<file path="src/inc/srp_pkg.sv">
`default_nettype none
package srp_pkg;
  // register offsets
  localparam logic [7:0] SRP_A_TEMP_LO = 8'h00;
  localparam logic [7:0] SRP_A_TEMP_HI = 8'h01;
  localparam logic [7:0] SRP_A_HUM_LO = 8'h02;
  localparam logic [7:0] SRP_A_HUM_HI = 8'h03;
  localparam logic [7:0] SRP_A_STATUS = 8'h04;
  localparam logic [7:0] SRP_A_PEAK_T = 8'h05;
  localparam logic [7:0] SRP_A_PEAK_H = 8'h06;
  localparam logic [7:0] SRP_A_IRQ_EN = 8'h07;
  localparam logic [7:0] SRP_A_TRIM_T = 8'h08;
  localparam logic [7:0] SRP_A_TRIM_H = 8'h09;
  localparam logic [7:0] SRP_A_TLOW = 8'h0a;
  localparam logic [7:0] SRP_A_CONFIG = 8'h0e;
  // status and enable layout: bits 7..3 are done, t-high, t-low, h-high, h-low
  localparam int SRP_SRC_LSB = 3;
  localparam int SRP_NSRC = 5;
  localparam logic [7:0] SRP_SRC_MASK = 8'hf8;
  // config register fields
  localparam int SRP_B_SWRST = 7;
  localparam int SRP_F_AUTO_HI = 6;
  localparam int SRP_F_AUTO_LO = 4;
  localparam logic [2:0] SRP_AUTO_OFF = 3'h0;
  // reset values
  localparam logic [7:0] SRP_RST_BYTE = 8'h00;
  localparam logic [15:0] SRP_RST_WORD = 16'h0000;
  // trim lsb position inside the 16-bit result code
  localparam int SRP_T_TRIM_SHIFT = 6;
  localparam int SRP_H_TRIM_SHIFT = 7;
  localparam logic [15:0] SRP_RES_MAX = 16'hfffc;
  typedef enum logic {SRP_RUN, SRP_CLEAR} srp_rst_state_type;
endpackage
`default_nettype wire

</file>
<file path="src/inc/srp_chan_if.sv">
`timescale 1ns/100ps
`default_nettype none
interface srp_chan_if;
  logic conv_valid;
  logic host_req;
  logic auto_on;
  logic clr;
  logic [13:0] raw;
  logic [7:0] trim;
  logic peak_wr;
  logic [7:0] peak_wdata;
  logic [15:0] result;
  logic [7:0] peak;
  modport ctl (
    output conv_valid, host_req, auto_on, clr, raw, trim, peak_wr, peak_wdata,
    input result, peak
  );
  modport chan (
    input conv_valid, host_req, auto_on, clr, raw, trim, peak_wr, peak_wdata,
    output result, peak
  );
endinterface
`default_nettype wire

</file>
<file path="src/hdl/srp_chan.sv">
`timescale 1ns/100ps
`default_nettype none
module srp_chan
  import srp_pkg::*;
#(
  parameter int TRIM_SHIFT = SRP_T_TRIM_SHIFT
)
(
  input wire logic i_clk,
  input wire logic i_rst_b,
  srp_chan_if.chan ch
);
  logic signed [17:0] trim_ext;
  logic signed [17:0] sum;
  logic [15:0] adj_nxt;
  logic [15:0] result_r;
  logic [7:0] peak_r;

  // trim is two's complement, its lsb lands on bit TRIM_SHIFT of the code
  always_comb
  begin
    trim_ext = $signed({{10{ch.trim[7]}}, ch.trim}) <<< TRIM_SHIFT;
    sum = $signed({2'b00, ch.raw, 2'b00}) + trim_ext;
    // clamp instead of wrapping so a trim never flips hot into cold
    if (sum < 0)
      adj_nxt = SRP_RST_WORD;
    else if (sum > $signed({2'b00, SRP_RES_MAX}))
      adj_nxt = SRP_RES_MAX;
    else
      adj_nxt = sum[15:0] & SRP_RES_MAX;
  end

  always_ff @(posedge i_clk or negedge i_rst_b)
  begin
    if (!i_rst_b)
      result_r <= SRP_RST_WORD;
    else if (ch.clr)
      result_r <= SRP_RST_WORD;
    else if (ch.conv_valid)
      result_r <= adj_nxt;
  end

  // peak byte shares the scale of the result upper byte
  always_ff @(posedge i_clk or negedge i_rst_b)
  begin
    if (!i_rst_b)
      peak_r <= SRP_RST_BYTE;
    else if (ch.clr)
      peak_r <= SRP_RST_BYTE;
    else if (ch.peak_wr)
      peak_r <= ch.peak_wdata;
    else if (ch.conv_valid && ch.host_req && !ch.auto_on && adj_nxt[15:8] > peak_r)
      peak_r <= adj_nxt[15:8];
  end

  assign ch.result = result_r;
  assign ch.peak = peak_r;
endmodule
`default_nettype wire

</file>
<file path="src/hdl/srp_postproc.sv">
`timescale 1ns/100ps
`default_nettype none
module srp_postproc
  import srp_pkg::*;
(
  input wire logic i_clk,
  input wire logic i_rst_b,
  input wire logic [7:0] i_reg_addr,
  input wire logic i_reg_wr,
  input wire logic i_reg_rd,
  input wire logic [7:0] i_reg_wdata,
  output logic [7:0] o_reg_rdata,
  output logic o_reg_rvalid,
  input wire logic i_temp_done,
  input wire logic [13:0] i_temp_raw,
  input wire logic i_hum_done,
  input wire logic [13:0] i_hum_raw,
  input wire logic i_host_req,
  input wire logic [3:0] i_limit_hit,
  output logic [15:0] o_temp_result,
  output logic [15:0] o_hum_result,
  output logic [7:0] o_temp_low_limit,
  output logic [2:0] o_auto_sample_rate,
  output logic [3:0] o_cfg_misc,
  output logic [4:0] o_src_pending,
  output logic o_nvm_reload
);
  srp_rst_state_type state_r;
  srp_rst_state_type state_nxt;
  logic soft_clr;
  logic [7:0] irq_en_r;
  logic [7:0] trim_t_r;
  logic [7:0] trim_h_r;
  logic [7:0] tlow_r;
  logic [6:0] cfg_r;
  logic [4:0] flag_r;
  logic [4:0] flag_set;
  logic [4:0] flag_clr;
  logic [4:0] pend_r;
  logic [7:0] rdata_r;
  logic [7:0] rdata_nxt;
  logic rvalid_r;
  logic auto_on;
  logic rd_status;
  logic rd_result;

  srp_chan_if ch_t ();
  srp_chan_if ch_h ();

  function automatic logic is_addr(input logic [7:0] a, input logic [7:0] b);
    is_addr = (a == b);
  endfunction

  function automatic logic wr_to(input logic [7:0] a);
    wr_to = i_reg_wr && is_addr(i_reg_addr, a) && state_r == SRP_RUN;
  endfunction

  // soft reset: one clearing cycle, then the request bit drops by itself
  always_comb
  begin
    state_nxt = state_r;
    unique case (state_r)
      SRP_RUN:
      begin
        if (wr_to(SRP_A_CONFIG) && i_reg_wdata[SRP_B_SWRST])
          state_nxt = SRP_CLEAR;
      end
      SRP_CLEAR:
      begin
        state_nxt = SRP_RUN;
      end
    endcase
  end

  always_ff @(posedge i_clk or negedge i_rst_b)
  begin
    if (!i_rst_b)
      state_r <= SRP_RUN;
    else
      state_r <= state_nxt;
  end

  assign soft_clr = (state_r == SRP_CLEAR);
  assign o_nvm_reload = soft_clr;

  always_ff @(posedge i_clk or negedge i_rst_b)
  begin
    if (!i_rst_b)
      irq_en_r <= SRP_RST_BYTE;
    else if (soft_clr)
      irq_en_r <= SRP_RST_BYTE;
    else if (wr_to(SRP_A_IRQ_EN))
      irq_en_r <= i_reg_wdata & SRP_SRC_MASK;
  end

  always_ff @(posedge i_clk or negedge i_rst_b)
  begin
    if (!i_rst_b)
      trim_t_r <= SRP_RST_BYTE;
    else if (soft_clr)
      trim_t_r <= SRP_RST_BYTE;
    else if (wr_to(SRP_A_TRIM_T))
      trim_t_r <= i_reg_wdata;
  end

  always_ff @(posedge i_clk or negedge i_rst_b)
  begin
    if (!i_rst_b)
      trim_h_r <= SRP_RST_BYTE;
    else if (soft_clr)
      trim_h_r <= SRP_RST_BYTE;
    else if (wr_to(SRP_A_TRIM_H))
      trim_h_r <= i_reg_wdata;
  end

  // stored raw; the comparator outside reads it on the peak-byte scale
  always_ff @(posedge i_clk or negedge i_rst_b)
  begin
    if (!i_rst_b)
      tlow_r <= SRP_RST_BYTE;
    else if (soft_clr)
      tlow_r <= SRP_RST_BYTE;
    else if (wr_to(SRP_A_TLOW))
      tlow_r <= i_reg_wdata;
  end

  always_ff @(posedge i_clk or negedge i_rst_b)
  begin
    if (!i_rst_b)
      cfg_r <= 7'h00;
    else if (soft_clr)
      cfg_r <= 7'h00;
    else if (wr_to(SRP_A_CONFIG))
      cfg_r <= i_reg_wdata[6:0];
  end

  assign o_auto_sample_rate = cfg_r[SRP_F_AUTO_HI:SRP_F_AUTO_LO];
  assign auto_on = (o_auto_sample_rate != SRP_AUTO_OFF);
  assign o_cfg_misc = cfg_r[3:0];
  assign o_temp_low_limit = tlow_r;

  // channel wiring
  assign ch_t.conv_valid = i_temp_done;
  assign ch_t.host_req = i_host_req;
  assign ch_t.auto_on = auto_on;
  assign ch_t.clr = soft_clr;
  assign ch_t.raw = i_temp_raw;
  assign ch_t.trim = trim_t_r;
  assign ch_t.peak_wr = wr_to(SRP_A_PEAK_T);
  assign ch_t.peak_wdata = i_reg_wdata;
  assign ch_h.conv_valid = i_hum_done;
  assign ch_h.host_req = i_host_req;
  assign ch_h.auto_on = auto_on;
  assign ch_h.clr = soft_clr;
  assign ch_h.raw = i_hum_raw;
  assign ch_h.trim = trim_h_r;
  assign ch_h.peak_wr = wr_to(SRP_A_PEAK_H);
  assign ch_h.peak_wdata = i_reg_wdata;

  srp_chan #(.TRIM_SHIFT(SRP_T_TRIM_SHIFT)) u_temp (
    .i_clk(i_clk),
    .i_rst_b(i_rst_b),
    .ch(ch_t)
  );

  srp_chan #(.TRIM_SHIFT(SRP_H_TRIM_SHIFT)) u_hum (
    .i_clk(i_clk),
    .i_rst_b(i_rst_b),
    .ch(ch_h)
  );

  assign o_temp_result = ch_t.result;
  assign o_hum_result = ch_h.result;

  // status flags: a read clears, but a same-cycle event still lands
  assign rd_status = i_reg_rd && is_addr(i_reg_addr, SRP_A_STATUS);
  assign rd_result = i_reg_rd && i_reg_addr <= SRP_A_HUM_HI;
  assign flag_set = {i_temp_done | i_hum_done, i_limit_hit};
  assign flag_clr = {rd_status | rd_result, {4{rd_status}}};

  genvar gi;
  generate
    for (gi = 0; gi < SRP_NSRC; gi++)
    begin : g_flag
      always_ff @(posedge i_clk or negedge i_rst_b)
      begin
        if (!i_rst_b)
          flag_r[gi] <= 1'b0;
        else if (flag_set[gi])
          flag_r[gi] <= 1'b1;
        else if (soft_clr || flag_clr[gi])
          flag_r[gi] <= 1'b0;
      end
    end
  endgenerate

  always_ff @(posedge i_clk or negedge i_rst_b)
  begin
    if (!i_rst_b)
      pend_r <= 5'h00;
    else
      pend_r <= flag_r & irq_en_r[7:SRP_SRC_LSB];
  end

  assign o_src_pending = pend_r;

  always_comb
  begin
    rdata_nxt = SRP_RST_BYTE;
    unique case (i_reg_addr)
      SRP_A_TEMP_LO: rdata_nxt = o_temp_result[7:0];
      SRP_A_TEMP_HI: rdata_nxt = o_temp_result[15:8];
      SRP_A_HUM_LO: rdata_nxt = o_hum_result[7:0];
      SRP_A_HUM_HI: rdata_nxt = o_hum_result[15:8];
      SRP_A_STATUS: rdata_nxt = {flag_r, 3'b000};
      SRP_A_PEAK_T: rdata_nxt = ch_t.peak;
      SRP_A_PEAK_H: rdata_nxt = ch_h.peak;
      SRP_A_IRQ_EN: rdata_nxt = irq_en_r;
      SRP_A_TRIM_T: rdata_nxt = trim_t_r;
      SRP_A_TRIM_H: rdata_nxt = trim_h_r;
      SRP_A_TLOW: rdata_nxt = tlow_r;
      SRP_A_CONFIG: rdata_nxt = {soft_clr, cfg_r};
      default: rdata_nxt = SRP_RST_BYTE;
    endcase
  end

  always_ff @(posedge i_clk or negedge i_rst_b)
  begin
    if (!i_rst_b)
      rdata_r <= SRP_RST_BYTE;
    else if (i_reg_rd)
      rdata_r <= rdata_nxt;
  end

  always_ff @(posedge i_clk or negedge i_rst_b)
  begin
    if (!i_rst_b)
      rvalid_r <= 1'b0;
    else
      rvalid_r <= i_reg_rd;
  end

  assign o_reg_rdata = rdata_r;
  assign o_reg_rvalid = rvalid_r;

  logic t_upd;
  assign t_upd = i_temp_done && i_host_req && !auto_on && !soft_clr
    && !ch_t.peak_wr;
endmodule
`default_nettype wire

</file>
<file path="config.mk">
export PLATFORM = sky130hd
export DESIGN_NAME = srp_postproc
export DESIGN_NICKNAME = d
export VERILOG_FILES = /design/src/inc/srp_pkg.sv /design/src/inc/srp_chan_if.sv /design/src/hdl/srp_chan.sv /design/src/hdl/srp_postproc.sv
export SDC_FILE = /design/constraint.sdc
export NUM_CORES = 1
export LEC_CHECK = 0
export BUFFER_PORTS_ARGS = -buffer_cell sky130_fd_sc_hd__buf_4
export CAP_MARGIN = 20
export CORE_MARGIN = 8
export CORE_UTILIZATION = 55
export DETAILED_ROUTE_END_ITERATION = 10
export GPL_ROUTABILITY_DRIVEN = 0
export PLACE_DENSITY = 0.78
export SLEW_MARGIN = 5
export SYNTH_ARGS = -nofsm -noshare
export SYNTH_HDL_FRONTEND = slang
export SYNTH_HIERARCHICAL = 1
export SYNTH_SLANG_ARGS = --single-unit
</file>
<file path="constraint.sdc">
create_clock -name i_clk -period 4.8 [get_ports i_clk]
set_clock_uncertainty 0.05 [all_clocks]
set_input_delay 0.96 -clock i_clk [delete_from_list [all_inputs] [get_ports i_clk]]
set_output_delay 0.96 -clock i_clk [all_outputs]
set_load 0.03 [all_outputs]
</file>
* Word level (Yosys, flattened, before mapping)
Index checks and enable logic that the tools add are counted.
** Storage, ports and cells
- Bits in registers :: 107
- Input port bits :: 55
- Output and inout bits :: 62
- Word-level logic and storage cells :: 118
** Cells by class
- Add/subtract/negate cells :: 2
- Magnitude comparators :: 7
- Equality and inequality tests :: 11
- Muxes and demuxes :: 34
- Bitwise logic cells :: 4
- Reduce and logical (&&, ||, !) cells :: 42
** Operators with widths (number)
- two-way mux 16 bit :: 8
- two-way mux 8 bit :: 14
- case mux 8 bit (12 select lines) :: 1
- > comparator 18 x 17 -> 1 bit, second input constant :: 2
- less-than comparator 18 x 1 -> 1 bit, second input constant :: 2
- == test 8 x 3 -> 1 bit, second input constant :: 4
- == test 8 x 4 -> 1 bit, second input constant :: 4
- nonzero test 2 bit :: 12
- logical AND 1 bit :: 23
- adder 17 x 14 -> 18 bit :: 1
- adder 17 x 15 -> 18 bit :: 1
- == test 8 x 2 -> 1 bit, second input constant :: 2
- > comparator 8 bit :: 2
- two-way mux 7 bit :: 2
- nonzero test 3 bit :: 3
- == test 8 x 1 -> 1 bit, second input constant :: 1
- less-or-equal comparator 8 x 2 -> 1 bit, second input constant :: 1
- zero test 8 bit :: 1
- two-way mux 1 bit :: 8
- bitwise AND 5 bit :: 1
- logical OR 1 bit :: 2
- OR 1 bit :: 2
- case mux 1 bit (2 select lines) :: 1
- zero test 1 bit :: 1
- inverter 1 bit :: 1

* Depth between registers and ports, before layout
- Word-level depth :: 9
- Depth in mapped cells :: 19
- Gate-level depth less buffers :: 18

* Modules after synthesis
The synthesis kept the hierarchy.
** By module, submodules not included
- srp_postproc :: times used 1, cells an instance 305, area an instance 3218.1 um^2
- srp_chan (u_hum) :: times used 1, cells an instance 221, area an instance 2025.7 um^2
- srp_chan (u_temp) :: times used 1, cells an instance 217, area an instance 1898.1 um^2

* Least setup slack after synthesis
OpenSTA, ideal clock, no wires.
- Path type :: input-to-reg
- From :: input i_temp_raw[4]
- To :: register u_temp.peak_r[1] (netlist: u_temp/ch.peak[1])
- Library setup time :: 0.104 ns
- Arrival time :: 4.706 ns
- Data required time :: 4.646 ns
- Slack :: -0.060 ns
- Stages :: 19
- Path buffers :: 1
- Path through :: ha_1 > inv_1 > fa_1 > and2b_1 > o2111a_1 > nor4_1 > or4b_1 > mux2i_1 > nor2_1 > nor2_1 > ha_1 > a21o_1 > a21o_1 > a21oi_1 > nor4_1 > a21oi_1 > clkbuf_1 > a22oi_1 > a221oi_1
** On the way
- Cells in the longest elaborated chain, start to end :: 7
- Elaborated cells on any way between the ends :: 11
- Those cells by class :: 1 x add/sub; 3 x order compare; 5 x mux; 2 x reduce/logical
** Ends and longest elaborated chain
- start: declaration :: RTL line srp_postproc.sv:15 : input wire logic [13:0] i_temp_raw,
- adder 17 x 14 -> 18 bit * :: RTL line srp_chan.sv:23 : sum = $signed({2'b00, ch.raw, 2'b00}) + trim_ext;
- > comparator 18 x 17 -> 1 bit :: RTL line srp_chan.sv:27 : else if (sum > $signed({2'b00, SRP_RES_MAX}))
- two-way mux 16 bit :: RTL line srp_chan.sv:27
- two-way mux 16 bit * :: RTL line srp_chan.sv:25 : if (sum < 0)
- > comparator 8 bit or two-way mux 8 bit (tied branches) :: RTL line srp_chan.sv:52 : else if (ch.conv_valid && ch.host_req && !ch.auto_on && adj_nxt[15:8] > peak_r)
- logical AND 1 bit or two-way mux 8 bit (tied branches) :: RTL line srp_chan.sv:52, srp_chan.sv:50
- nonzero test 3 bit (no line) or two-way mux 8 bit (tied branches)
- end signal: assignment :: RTL line srp_chan.sv:51 : peak_r <= ch.peak_wdata;
- end signal: assignment :: RTL line srp_chan.sv:53 : peak_r <= adj_nxt[15:8];
- end: declaration :: RTL line srp_chan.sv:17 : logic [7:0] peak_r;
Every way passes the cells marked *; elsewhere a longest branch is shown, timed or not. The select of a mux whose other input is x is not followed.
A chain may end at the register's enable or synchronous reset.

* Worst setup path after layout
- From :: input i_temp_raw[4]
- To :: register u_temp.peak_r[2] (netlist: u_temp/ch.peak[2])
Same word-level chain as after synthesis.

==> run summary <==
I/O Pins: 117
Overall Global Routing Usage: 27.0%
synthesized area: 0.00714 mm²
Slew @ Worst Pin: 1060 ps
crit path capture type: flip-flop
crit start category: input port
Post-Syn Instances: 743
Root Driver: clkbuf_16
post-synth top area share: 35.0%
Die W: 130 µm
Synth area leader: dfrtp_1
post-DR wirelength/cell: 22.1 µm
Total Wirelength: 22600 µm
NumNets Final: 939
top cells by area, synth: dfrtp_1 35%, mux2i_1 7.3%, ha_1 6.5%
largest net degree at the start of global routing: 77
Worst Path Arrival: 4850 ps
Synth async-reset ratio: 100%
Post-DP Area: 0.00811 mm²
vias per inst: 6.55
fmax: 215 MHz
status: finished, final reports clean
hold_buf cts: 0
worst-skew pair later-pin latency: 360 ps
CTS buffer count: 9
CTS tree: done
most common cell after layout, fill and taps aside: buf_4
Static Leak: 4.17 nW
initial DRC count: 817
Layout area overhead: 18.7%
crit path time final: 4650 ps
# DRC: 0
reg2reg path depth: 18
Worst-path clk slew: 70 ps
Initial DRT Pass Iterations: 5
die height: 130 µm
max cap viols: 0
Yosys warnings: 6
Tcrit/Tclk final: 97.0%
CP Max Fanout: 7
Max Slew Vio Count: 0
htree depth: 3
Critical Path RT: 5000 ps
vias in the first global route: 6444
most frequent cells in the layout: 134 x buf_4, 99 x dfrtp_1, 80 x nor2_1
Synth Register Bits: 100
initial antenna violation count: 0
design area: 0.00848 mm²
crit path kind: in -> reg
DP HPWL: 17100 µm
DIE AREA: 0.0169 mm²
Site Rows: 41
hold depth: 1
Hold Path Class: reg -> reg
first-pass GRT wire length: 35000 µm
worst vdd ir: 249 µV
fillcell total: 983
antenna viol nets, final: 0
Port Buffer Count: 112
DR vias: 6694
number of synthesized flops with an enable pin: 0
layout cell share with drive strength beyond 1: 26.1%
core area: 0.0127 mm²
unique cell type count in the Yosys netlist: 93
sequential share of the synthesized area: 35.0%
gr ovfl total: 0
Rel. slew slack: 29.2%
fin util: 66.9%
Max Buffers Root-to-Sink: 2
cell area power density: 327 mW/mm²
Top FF cell, synth: dfrtp_1
Ant. Diodes: 0
syn_area_per_cell: 9.61 µm²
Hold Fails Final Rpt: 0
Num Clock Sinks: 100
Starting Density: 56.4%
final number of setup-violating endpoints: 0
-- power by group --
| part | switching [W] | total, W | internal (W) |
|---|---|---|---|
| Combinational | 0.000524 | 0.000922 | 0.000398 |
| Sequential | 0.000127 | 0.00108 | 0.000953 |
| Clock | 0.000354 | 0.000772 | 0.000418 |
| Total | 0.00101 | 0.00277 | 0.00177 |
-- cell families after synthesis --
family	Yosys count	synth area share [%]
other cells	2	0.105
fa+ha+maj	39	7.04
compound gates	203	22.0
flops	100	35.0
simple gates	241	19.0
buf+inv	81	5.43
mux	63	9.50
xor+xnor	14	1.82
-- area by class of cell --
type | instances | area (µm²) | area share [%]
Inverter | 35 | 131 | 1.55
Clock buffer | 9 | 225 | 2.66
Tap cell | 172 | 215 | 2.54
Timing Repair Buffer | 135 | 1020 | 12.0
Clock inverter | 7 | 86.3 | 1.02
Multi-Input combinational cell | 564 | 4300 | 50.7
Sequential cell | 100 | 2500 | 29.5
-- final timing paths --
kind / end / start / slack, ps
max: u_temp/ch.peak[2] / i_temp_raw[4] / 150
min: flag_r[3] / flag_r[3] / 460
max reg2reg: u_temp/ch.peak[2] / ch_t.trim[0] / 370
min reg2reg: flag_r[3] / flag_r[3] / 460
max in group asynchronous: u_hum/ch.result[8] / i_rst_b / 3110
min in group asynchronous: flag_r[0] / i_rst_b / 680
-- layer usage --
layer	part of all wire [%]	routed length, µm	track usage [%]
met5	0	0	0
met4	3.6	805	11.3
met3	11	2540	6.90
met2	45	10200	41.3
met1	40	9070	35.5
-- cells in the mapped netlist (10+ instances only) --
library cell and n:
a21o_1 13, a21oi_1 23, a221oi_1 10, a31oi_1 14, and2_1 10, clkbuf_1 19, dfrtp_1 100, ha_1 37
inv_1 34, mux2i_1 52, nand2_1 33, nand2b_1 12, nor2_1 80, nor2b_1 14, nor3_1 12, nor3_2 12
o211ai_1 11, o21ai_0 20, o21ai_2 13
-- flip-flops by register name (all words and copies together), names as in the netlist --
register,flops
o_reg_rvalid,1
o_reg_rdata,8
u_hum/ch.result,14
o_temp_low_limit,8
u_hum/ch.peak,8
cfg_r,7
ch_h.trim,8
o_src_pending,5
irq_en_r,5
flag_r,5
u_temp/ch.peak,8
o_nvm_reload,1
ch_t.trim,8
u_temp/ch.result,14
-- what timing repair did --
| item | in CTS | in global routing |
|---|---|---|
| hold endpoints to repair | 0 | 0 |
| buffers inserted | 0 | 2 |
| resized for setup | 0 | 9 |
| endpoints found under the setup margin | 0 | 8 |
-- worst max-delay path: stages --
cell,delay (ps)
buf_4,80
ha_1,160
inv_1,50
fa_1,380
and2b_1,230
o2111a_2,240
nor4_2,80
or4b_4,530
mux2i_4,250
buf_4,160
nor2_1,50
nor2_1,110
ha_1,260
nand4_1,90
nor2_1,60
nor4_1,350
a21oi_2,110
or3_4,390
a221oi_1,300
-- through the flow --
step / TNS, ps / hold WS, ps / instances / total power [W] / setup WS (ps)
2_1_floorplan: 0 / 409 / 745 / 0.00165 / 72.2
5_1_grt: -438 / 485 / 1022 / 0.00291 / -83.7
3_5_place_dp: -1560 / 448 / 1004 / 0.00198 / -236
3_3_place_gp: -507 / 442 / 1004 / 0.00194 / -90.5
4_1_cts: 0 / 465 / 1020 / 0.00275 / 114
6_report: 0 / 460 / 1022 / 0.00277 / 146
No activity file was read; power rests on OpenSTA's default activity.
